**src/design/sls_pkg.sv**
```systemverilog
// Constants and carrier types for the latched serial sink driver.
// Assumes a single 250 MHz clock; every pin is taken synchronous to it.
//
// Overview of operation
// Eight-stage serial shift register feeds an eight-bit D-type storage register.
// Each shift clock rising edge advances one stage, serial input enters first.
// Each storage clock rising edge copies all eight stages into storage together; here two cycles later via the buffer, an edge while it is full is dropped.
// While shift clear is low, every shift stage is forced to zero.
// Storage contents reach the output buffers only while shift clear is high.
// While blanking input is high, all eight buffer values are forced low.
// While blanking input is low, buffers follow storage bits combinationally; here only while shift clear is also high.
// Shift register data appears on a serial cascade output for chaining.
// Each sink output is on when its buffer bit is one, else off.
// Cascade output shows stage eight, eight shift edges after entry.
// Controller shifts eight bits, first to last output, then pulses storage clock.
package sls_pkg;

  // Data path sizes
  localparam int SLS_WIDTH      = 8;
  localparam int SLS_FIFO_DEPTH = 32;

  // Reset values
  localparam logic [7:0] SLS_SHIFT_RST = 8'h00;
  localparam logic [7:0] SLS_STORE_RST = 8'h00;
  localparam logic       SLS_PIN_RST   = 1'h0;

  // Clock period, for reference by timing-aware users
  localparam int SLS_CLK_PERIOD_NS = 4;

  // Control pins sampled each clock
  typedef struct packed {
    logic shift_clock_in;
    logic storage_load_clock;
    logic shift_clear_n;
    logic output_blank;
  } sls_ctrl_t;

endpackage

```
**src/design/sls_driver.sv**
```systemverilog
// Serial-in latched sink driver: shift stage, load FIFO, storage register,
// blanking output buffers and cascade output.
// Assumes all control pins are synchronous to clk and held at least one cycle.
`timescale 1ns/10ps

////////////////////////////////////////////////////////////////////////////////
// Generic flip-flop FIFO, power-of-two depth
// Limitation: pointers wrap by overflow, so DEPTH must be a power of two
module sls_fifo #(
  parameter int WIDTH = 8,
  parameter int DEPTH = 32
) (
  // Clock and reset
  input  wire logic             clk,
  input  wire logic             reset_n,
  // Fill side
  input  wire logic             in_valid,
  output logic                  in_ready,
  input  wire logic [WIDTH-1:0] in_data,
  // Drain side
  output logic                  out_valid,
  input  wire logic             out_ready,
  output logic [WIDTH-1:0]      out_data,
  // Level flags
  output logic                  full,
  output logic                  empty
);
  localparam int          AW        = $clog2(DEPTH);
  localparam logic [AW:0] DEPTH_CNT = (AW+1)'(DEPTH);

  logic [WIDTH-1:0] mem_r [DEPTH];
  logic [AW-1:0]    wr_ptr_r;
  logic [AW-1:0]    rd_ptr_r;
  logic [AW:0]      count_r;
  logic             push;
  logic             pop;

  // Honest flags straight from the occupancy count
  assign full      = (count_r == DEPTH_CNT);
  assign empty     = (count_r == '0);
  assign in_ready  = !full;
  assign out_valid = !empty;
  assign out_data  = mem_r[rd_ptr_r];
  assign push      = in_valid && in_ready;
  assign pop       = out_valid && out_ready;

  // Storage array has no reset; never read before written
  always_ff @(posedge clk) begin
    if (push) begin
      mem_r[wr_ptr_r] <= in_data;
    end
  end

  // Pointers wrap naturally since depth is a power of two
  always_ff @(posedge clk or negedge reset_n) begin
    if (!reset_n) begin
      wr_ptr_r <= '0;
      rd_ptr_r <= '0;
    end else begin
      if (push) begin
        wr_ptr_r <= wr_ptr_r + 1'b1;
      end
      if (pop) begin
        rd_ptr_r <= rd_ptr_r + 1'b1;
      end
    end
  end

  // Occupancy
  always_ff @(posedge clk or negedge reset_n) begin
    if (!reset_n) begin
      count_r <= '0;
    end else if (push && !pop) begin
      count_r <= count_r + 1'b1;
    end else if (pop && !push) begin
      count_r <= count_r - 1'b1;
    end
  end

  // Occupancy never passes the depth; an overrun would overwrite queued words
  a_fifo_bound: assert property (@(posedge clk) disable iff (!reset_n)
    count_r <= DEPTH_CNT)
    else $error("fifo count beyond depth");

endmodule

////////////////////////////////////////////////////////////////////////////////
// Top level driver
module sls_driver #(
  parameter int WIDTH      = sls_pkg::SLS_WIDTH,
  parameter int FIFO_DEPTH = sls_pkg::SLS_FIFO_DEPTH
) (
  // Clock and reset
  input  wire logic             clk,
  input  wire logic             reset_n,
  // Serial interface
  input  wire logic             shift_data_in,
  input  wire sls_pkg::sls_ctrl_t ctrl,
  output logic                  cascade_out,
  // Load buffering
  input  wire logic             storage_hold,
  output logic                  load_ready,
  // Sink outputs, high means sinking
  output logic [WIDTH-1:0]      sink_on
);
  import sls_pkg::*;

  logic [WIDTH-1:0] shift_r;
  logic [WIDTH-1:0] storage_r;
  logic             cascade_r;
  logic             shift_clk_prev_r;
  logic             load_clk_prev_r;
  logic             shift_edge;
  logic             load_edge;
  logic             fifo_valid;
  logic [WIDTH-1:0] fifo_data;
  logic             fifo_full;
  logic             fifo_empty;
  logic             pop;

  // Rising edge of a sampled pin against its previous sample
  function automatic logic rise(input logic now_v, input logic prev_v);
    rise = now_v && !prev_v;
  endfunction

  ////////////////////////////////////////////////////////////////////////////
  // Pin edge detection; pins are synchronous so no synchroniser
  // Previous samples reset low, the idle level, so no false edge follows reset
  always_ff @(posedge clk or negedge reset_n) begin
    if (!reset_n) begin
      shift_clk_prev_r <= SLS_PIN_RST;
      load_clk_prev_r  <= SLS_PIN_RST;
    end else begin
      shift_clk_prev_r <= ctrl.shift_clock_in;
      load_clk_prev_r  <= ctrl.storage_load_clock;
    end
  end

  assign shift_edge = rise(ctrl.shift_clock_in, shift_clk_prev_r);
  assign load_edge  = rise(ctrl.storage_load_clock, load_clk_prev_r);

  ////////////////////////////////////////////////////////////////////////////
  // Shift stage; clear outranks a coincident shift edge
  always_ff @(posedge clk or negedge reset_n) begin
    if (!reset_n) begin
      shift_r <= SLS_SHIFT_RST;
    end else if (!ctrl.shift_clear_n) begin
      shift_r <= '0;
    end else if (shift_edge) begin
      shift_r <= {shift_r[WIDTH-2:0], shift_data_in};
    end
  end

  // Cascade follows the last stage as it moves
  always_ff @(posedge clk or negedge reset_n) begin
    if (!reset_n) begin
      cascade_r <= SLS_PIN_RST;
    end else if (!ctrl.shift_clear_n) begin
      cascade_r <= 1'b0;
    end else if (shift_edge) begin
      cascade_r <= shift_r[WIDTH-2];
    end
  end

  assign cascade_out = cascade_r;

  ////////////////////////////////////////////////////////////////////////////
  // Load words queue here so a stalled storage side loses no update until the buffer is full;
  // the cost is two cycles of latency between load edge and storage.
  sls_fifo #(
    .WIDTH (WIDTH),
    .DEPTH (FIFO_DEPTH)
  ) u_fifo (
    .clk       (clk),
    .reset_n   (reset_n),
    .in_valid  (load_edge),
    .in_ready  (load_ready),
    .in_data   (shift_r),
    .out_valid (fifo_valid),
    .out_ready (!storage_hold),
    .out_data  (fifo_data),
    .full      (fifo_full),
    .empty     (fifo_empty)
  );

  assign pop = fifo_valid && !storage_hold;

  // Storage register takes a whole word at once
  // Outputs change once per word, never bit by bit while shifting
  always_ff @(posedge clk or negedge reset_n) begin
    if (!reset_n) begin
      storage_r <= SLS_STORE_RST;
    end else if (pop) begin
      storage_r <= fifo_data;
    end
  end

  ////////////////////////////////////////////////////////////////////////////
  // Output buffers are transparent; blanking and clear gate them
  always_comb begin
    if (ctrl.output_blank) begin
      sink_on = '0;
    end else if (!ctrl.shift_clear_n) begin
      sink_on = '0;
    end else begin
      sink_on = storage_r;
    end
  end

  ////////////////////////////////////////////////////////////////////////////
  // Checks; each label line but a_full_refuse carries the tag of the rule it guards
  // Shift stage and cascade
  a_clear_zeros: assert property (@(posedge clk) disable iff (!reset_n)
    !ctrl.shift_clear_n |=> (shift_r == '0) && !cascade_out)
    else $error("shift stage not cleared");

  a_shift_advance: assert property (@(posedge clk) disable iff (!reset_n)
    (shift_edge && ctrl.shift_clear_n) |=>
      shift_r == {$past(shift_r[WIDTH-2:0]), $past(shift_data_in)})
    else $error("shift did not advance");

  a_shift_idle: assert property (@(posedge clk) disable iff (!reset_n)
    (!shift_edge && ctrl.shift_clear_n) |=> $stable(shift_r))
    else $error("shift moved without edge");

  // A shift clock held high must count once, or one pulse shifts many bits
  a_edge_once: assert property (@(posedge clk) disable iff (!reset_n)
    shift_edge |=> !shift_edge)
    else $error("shift edge seen twice");

  // Cascade is the last stage itself, checked in every cycle
  a_cascade_tail: assert property (@(posedge clk) disable iff (!reset_n)
    cascade_out == shift_r[WIDTH-1])
    else $error("cascade not last stage");

  a_cascade_still: assert property (@(posedge clk) disable iff (!reset_n)
    (!shift_edge && ctrl.shift_clear_n) |=> $stable(cascade_out))
    else $error("cascade moved without edge");

  ////////////////////////////////////////////////////////////////////////////
  // Load path and storage register
  a_load_once: assert property (@(posedge clk) disable iff (!reset_n)
    load_edge |=> !load_edge)
    else $error("load edge seen twice");

  a_load_push: assert property (@(posedge clk) disable iff (!reset_n)
    (load_edge && load_ready) |=> !fifo_empty)
    else $error("load word not queued");

  a_load_word: assert property (@(posedge clk) disable iff (!reset_n)
    (load_edge && fifo_empty && !storage_hold) ##1 !storage_hold |=>
      storage_r == $past(shift_r, 2))
    else $error("storage did not take word");

  a_hold_keeps: assert property (@(posedge clk) disable iff (!reset_n)
    storage_hold |=> $stable(storage_r))
    else $error("storage changed during hold");

  a_store_only_pop: assert property (@(posedge clk) disable iff (!reset_n)
    !pop |=> $stable(storage_r))
    else $error("storage changed without a word");

  a_full_refuse: assert property (@(posedge clk) disable iff (!reset_n)
    fifo_full |-> !load_ready)
    else $error("ready while fifo full");

  // Once the storage side drains a word, a full buffer takes loads again
  a_ready_after_pop: assert property (@(posedge clk) disable iff (!reset_n)
    (fifo_full && pop) |=> load_ready)
    else $error("ready not back after drain");

  ////////////////////////////////////////////////////////////////////////////
  // Output buffers
  a_blank_off: assert property (@(posedge clk) disable iff (!reset_n)
    ctrl.output_blank |-> (sink_on == '0))
    else $error("outputs on while blanked");

  a_follow_store: assert property (@(posedge clk) disable iff (!reset_n)
    (!ctrl.output_blank && ctrl.shift_clear_n) |-> (sink_on == storage_r))
    else $error("outputs not following storage");

  a_clear_gate: assert property (@(posedge clk) disable iff (!reset_n)
    !ctrl.shift_clear_n |-> (sink_on == '0))
    else $error("outputs on during clear");

  // No sink may conduct unless its stored bit is one
  a_sink_subset: assert property (@(posedge clk) disable iff (!reset_n)
    (sink_on & ~storage_r) == '0)
    else $error("sink on without stored one");

  ////////////////////////////////////////////////////////////////////////////
  // Coverage of the main scenarios
  c_back_shifts: cover property (@(posedge clk) disable iff (!reset_n)
    (shift_edge && ctrl.shift_clear_n) ##2 (shift_edge && ctrl.shift_clear_n));

  c_load_seen: cover property (@(posedge clk) disable iff (!reset_n)
    load_edge ##[1:4] pop);

  c_fifo_full: cover property (@(posedge clk) disable iff (!reset_n)
    fifo_full);

  c_blank_on: cover property (@(posedge clk) disable iff (!reset_n)
    (sink_on != '0) ##1 ctrl.output_blank);

endmodule

```
**config.mk**
```make
export PLATFORM = sky130hd
export DESIGN_NAME = sls_driver
export DESIGN_NICKNAME = d
export VERILOG_FILES = /design/src/design/sls_pkg.sv /design/src/design/sls_driver.sv
export SDC_FILE = /design/constraint.sdc
export NUM_CORES = 1
export LEC_CHECK = 0
export BUFFER_PORTS_ARGS = -buffer_cell sky130_fd_sc_hd__buf_2
export CORE_AREA = 2 2 219 221
export DETAILED_ROUTE_END_ITERATION = 10
export DIE_AREA = 0 0 221 223
export PLACE_DENSITY = 0.35
export SLEW_MARGIN = 20
export SYNTH_ARGS = -nofsm -noshare
export SYNTH_HDL_FRONTEND = slang
export SYNTH_SLANG_ARGS = --single-unit
```
**constraint.sdc**
```tcl
create_clock -name clk -period 3.7 [get_ports clk]
set_input_delay 0.185 -clock clk [delete_from_list [all_inputs] [get_ports clk]]
set_output_delay 0.185 -clock clk [all_outputs]
set_load 0.005 [all_outputs]
```
==> out/results.tsv <==
stage	metric	value	unit
grt	GRT Total Usage	0.124	
sta	final slew viol count	0	
floorplan	row count	80	
floorplan	Die ar.	49300	um^2
detailed_routing	uppermost layer routed	met4	
detailed_routing	wire length on met1	14600	um
logic_synthesis	Yosys warnings	0	
worst_setup_path	most used cell, CP	ha_1	
clocking	CTS Sinks	290	
grt	initial antenna violation count	1	
hold_path	Min-Delay Path Class	input port to async pin	
power	Sw Ratio	0.297	
worst_setup_path	slowest stage cell, crit path	or4_1	
worst_setup_path	Worst EP arrival	3.49	ns
sta	final hold vios	0	
clocking	CTS H-Tree Depth	2	
clocking	Post-CTS Setup Bufs	0	
logic_synthesis	synthesized area	11600	um^2
final_layout	nets	740	
floorplan	Initial Util	0.246	
final_layout	Finished Layout Cells	1362	
logic_synthesis	synth unique cells	50	
final_layout	sequential cell area	8550	um^2
detailed_routing	detailed router's first-iteration violation count	450	
clocking	Max Buffers Root-to-Sink	3	
power	share of power burned in registers	0.415	
detailed_routing	routed length per instance	22.2	um
clocking	clock-pin slew on the worst setup and hold paths	0.06	ns
detailed_routing	Via Count	6148	
power	Pleak	4.97	nW
final_layout	area added between synthesis and finish	19.4	%
sta	RSZ-0062 raised after global routing	no	
worst_setup_path	CP max stage delay	0.48	ns
grt	first-pass GRT wire length	44300	um
logic_synthesis	top cell type's share of synthesized area	0.662	
final_layout	multi-input logic area	2850	um^2
grt	total congestion overflow	0	
placement	Post-Place Worst Slack	0.703	ns
clocking	TritonCTS Buffers	35	
sta	Fin Clk Skew	0.0186	ns
sta	post-route minimum period	3.04	ns
placement	Inst Count DP	1292	
power	maximum VDD drop	0.309	mV
power	Power Internal	0.00686	W
floorplan	core region area	47100	um^2
logic_synthesis	post-synthesis sequential area ratio	0.736	
logic_synthesis	syn_area_per_cell	17.7	um^2
sta	Finish-stage setup viols	0	
detailed_routing	met2 wire length	13600	um
detailed_routing	met3 routed WL	1290	um
sta	fmax	329	MHz
placement	GPL Wtd Cong	0.744	
sta	measured slew at the worst slew-check pin	0.933	ns
logic_synthesis	Synth area leader	edfxtp_1	
detailed_routing	remaining antenna violation count	0	
floorplan	Die H	223	um
sta	Worst slew margin	0.376	
worst_setup_path	CP Data Required Time	4.15	ns
outcome	status	complete, no violations	
floorplan	Top Ports	18	
placement	Area after DPL	12600	um^2
logic_synthesis	top post-synthesis cells by area	edfxtp_1 66%, dfrtp_1 7.3%, mux4_2 6.2%	
power	Net Switching	0.00291	W
worst_setup_path	CP Capture Type	flop	
sta	TNS Setup	0	ns
final_layout	Final Cell Area	13900	um^2
final_layout	layout cells sized above 1	0.202	
placement	DP Wirelength	18700	um
grt	largest net degree at the start of global routing	40	
logic_synthesis	Main synth FF type	edfxtp_1	
power	Comb power frac	0.220	
power	Clk network pwr share	0.365	
power	Power Total	0.00977	W
logic_synthesis	Post-synth EDFFs	256	
clocking	Worst-Skew Late Latency	0.54	ns
worst_setup_path	CP startpoint kind	flop	
sta	period utilization	0.822	
detailed_routing	DRC	0	
worst_setup_path	crit-path max FO	8	
logic_synthesis	gate count after technology mapping	655	
floorplan	overall die width	221	um
detailed_routing	post-DR vias/cell	4.51	
logic_synthesis	syn nets	674	
sta	final worst slack	0.659	ns
power	P per Cell Area	705	nW/um^2
grt	vias in the first global route	6361	
logic_synthesis	Synth Register Bits	290	
logic_synthesis	Async SR Flop Fraction	0.117	
worst_setup_path	r2r worst-path depth	11	
worst_setup_path	WS Path Type	flop to flop	
placement	Port Buffer Count	17	
clocking	CTS root buffer	clkbuf_16	
detailed_routing	final wirelength	30200	um
worst_setup_path	worst-path cell chain	nor4_2, a31oi_2, clkinv_1, ha_1, inv_1, ha_1, a21o_1, a21oi_1, or4_1, nand3_1, xnor2_1	
clocking	TritonCTS clock tree	done	
final_layout	antenna cells	0	
detailed_routing	TritonRoute pass-1 iters	5	
final_layout	Filler cells	4625	
job	Max Cap Violations	0	
==> layout by cell type (no fill, tap or decap), drive strengths merged, types with 5 or more instances in the layout <==
cell / n
mux4: 36
bufinv: 5
nand2: 33
inv: 8
a211oi: 8
a22o: 7
dfrtp: 34
o22ai: 7
a21boi: 8
a21oi: 9
a221oi: 14
a22oi: 7
o21ai: 21
xnor2: 11
ha: 10
buf: 55
dlygate4sd3: 7
mux2i: 50
nand3: 5
and2: 8
a31oi: 9
clkinv: 9
nor2: 40
clkbuf: 50
o22a: 7
edfxtp: 256
==> cell families after synthesis <==
| logic type | Yosys count | share of synthesized area |
|---|---|---|
| xor+xnor | 12 | 0.00905 |
| mux | 88 | 0.116 |
| compound gates | 101 | 0.0623 |
| fa+ha+maj | 11 | 0.0125 |
| simple gates | 111 | 0.0454 |
| flops | 290 | 0.736 |
| buf+inv | 42 | 0.0190 |
==> synthesized netlist by cell type (2+ instances only) <==
master    instances
nand3_1           5
a22o_1            7
buf_2            11
nor2b_1           4
and2_1            8
clkbuf_1         13
mux2i_1          50
buf_6             4
buf_1             2
nor4_1            2
nand4_1           4
buf_4             2
inv_1             8
nor2_1           40
nand2_1          33
xnor2_1          11
or3b_2            3
ha_1             10
nand3b_1          4
o22a_1            7
edfxtp_1        256
dfrtp_1          34
mux4_2           32
mux4_1            4
a221oi_1         14
a21boi_0          8
a22oi_1           7
a21oi_1           9
a211oi_1          8
o21ai_0          21
mux2_2            2
a31oi_1           8
o22ai_1           7
==> cell type report <==
class,count,share of cell area
timing repair buffer,62,0.0336
tap,615,0.0555
inverter,9,0.00244
clock inverter,13,0.0135
clock buffer,50,0.0725
multi-input combinational,323,0.206
sequential,290,0.617
==> power by group through the flow <==
stage	Combinational, W	Sequential [W]	Clock, W
final	0.00215	0.00406	0.00356
after global placement	0.00217	0.00412	0
after floorplan	0.00168	0.00387	0
after CTS	0.00220	0.00406	0.00367
after detailed placement	0.00218	0.00413	0
after global routing	0.00233	0.00409	0.00379
==> through the flow <==
step                hold slack, ns  utilization
global route                 0.324        0.294
CTS                          0.294        0.294
finish                       0.294        0.294
global placement             0.311        0.267
floorplan                   -0.111            -
detailed placement           0.325        0.267
==> registers in the layout, indices dropped and copies added, names as in the netlist <==
register	flops
u_fifo.mem_r	256
shift_r	8
storage_r	8
u_fifo.count_r	6
u_fifo.rd_ptr_r	5
u_fifo.wr_ptr_r	5
load_clk_prev_r	1
shift_clk_prev_r	1
==> worst paths after layout <==
check / end / slack [ns] / startpoint
max: u_fifo.count_r[5] / 0.66 / u_fifo.count_r[4]
min: shift_r[3] / 0.29 / reset_n
max reg2reg: u_fifo.count_r[5] / 0.66 / u_fifo.count_r[4]
min reg2reg: storage_r[2] / 0.53 / storage_r[2]
max in group asynchronous: u_fifo.rd_ptr_r[0] / 2.78 / reset_n
min in group clk: shift_clk_prev_r / 0.33 / ctrl[3]
==> per-layer routing <==
metal | global-route usage | vias to the layer above
met5 | 0 | -
met4 | 0.0357 | 0
met3 | 0.0249 | 41
met2 | 0.187 | 150
met1 | 0.180 | 3209
li1 | - | 2748
==> repair_timing <==
item	CTS	global route
resized for setup	0	0
endpoints found under the hold margin	45	0
hold buffers	7	0
setup endpoints to repair	0	0
==> worst max-delay path, delay by kind of cell, from the launching register on <==
| kind | cells | cell delay [ns] |
|---|---|---|
| adders and majority gates | 2 | 0.58 |
| and+or+nand+nor | 3 | 1.06 |
| xor gates and xnor gates | 1 | 0.12 |
| buffers and inverters | 2 | 0.29 |
| DFF | 1 | 0.40 |
| AOI/OAI and AO/OA | 3 | 0.50 |
No activity file was read; power rests on OpenSTA's default activity.
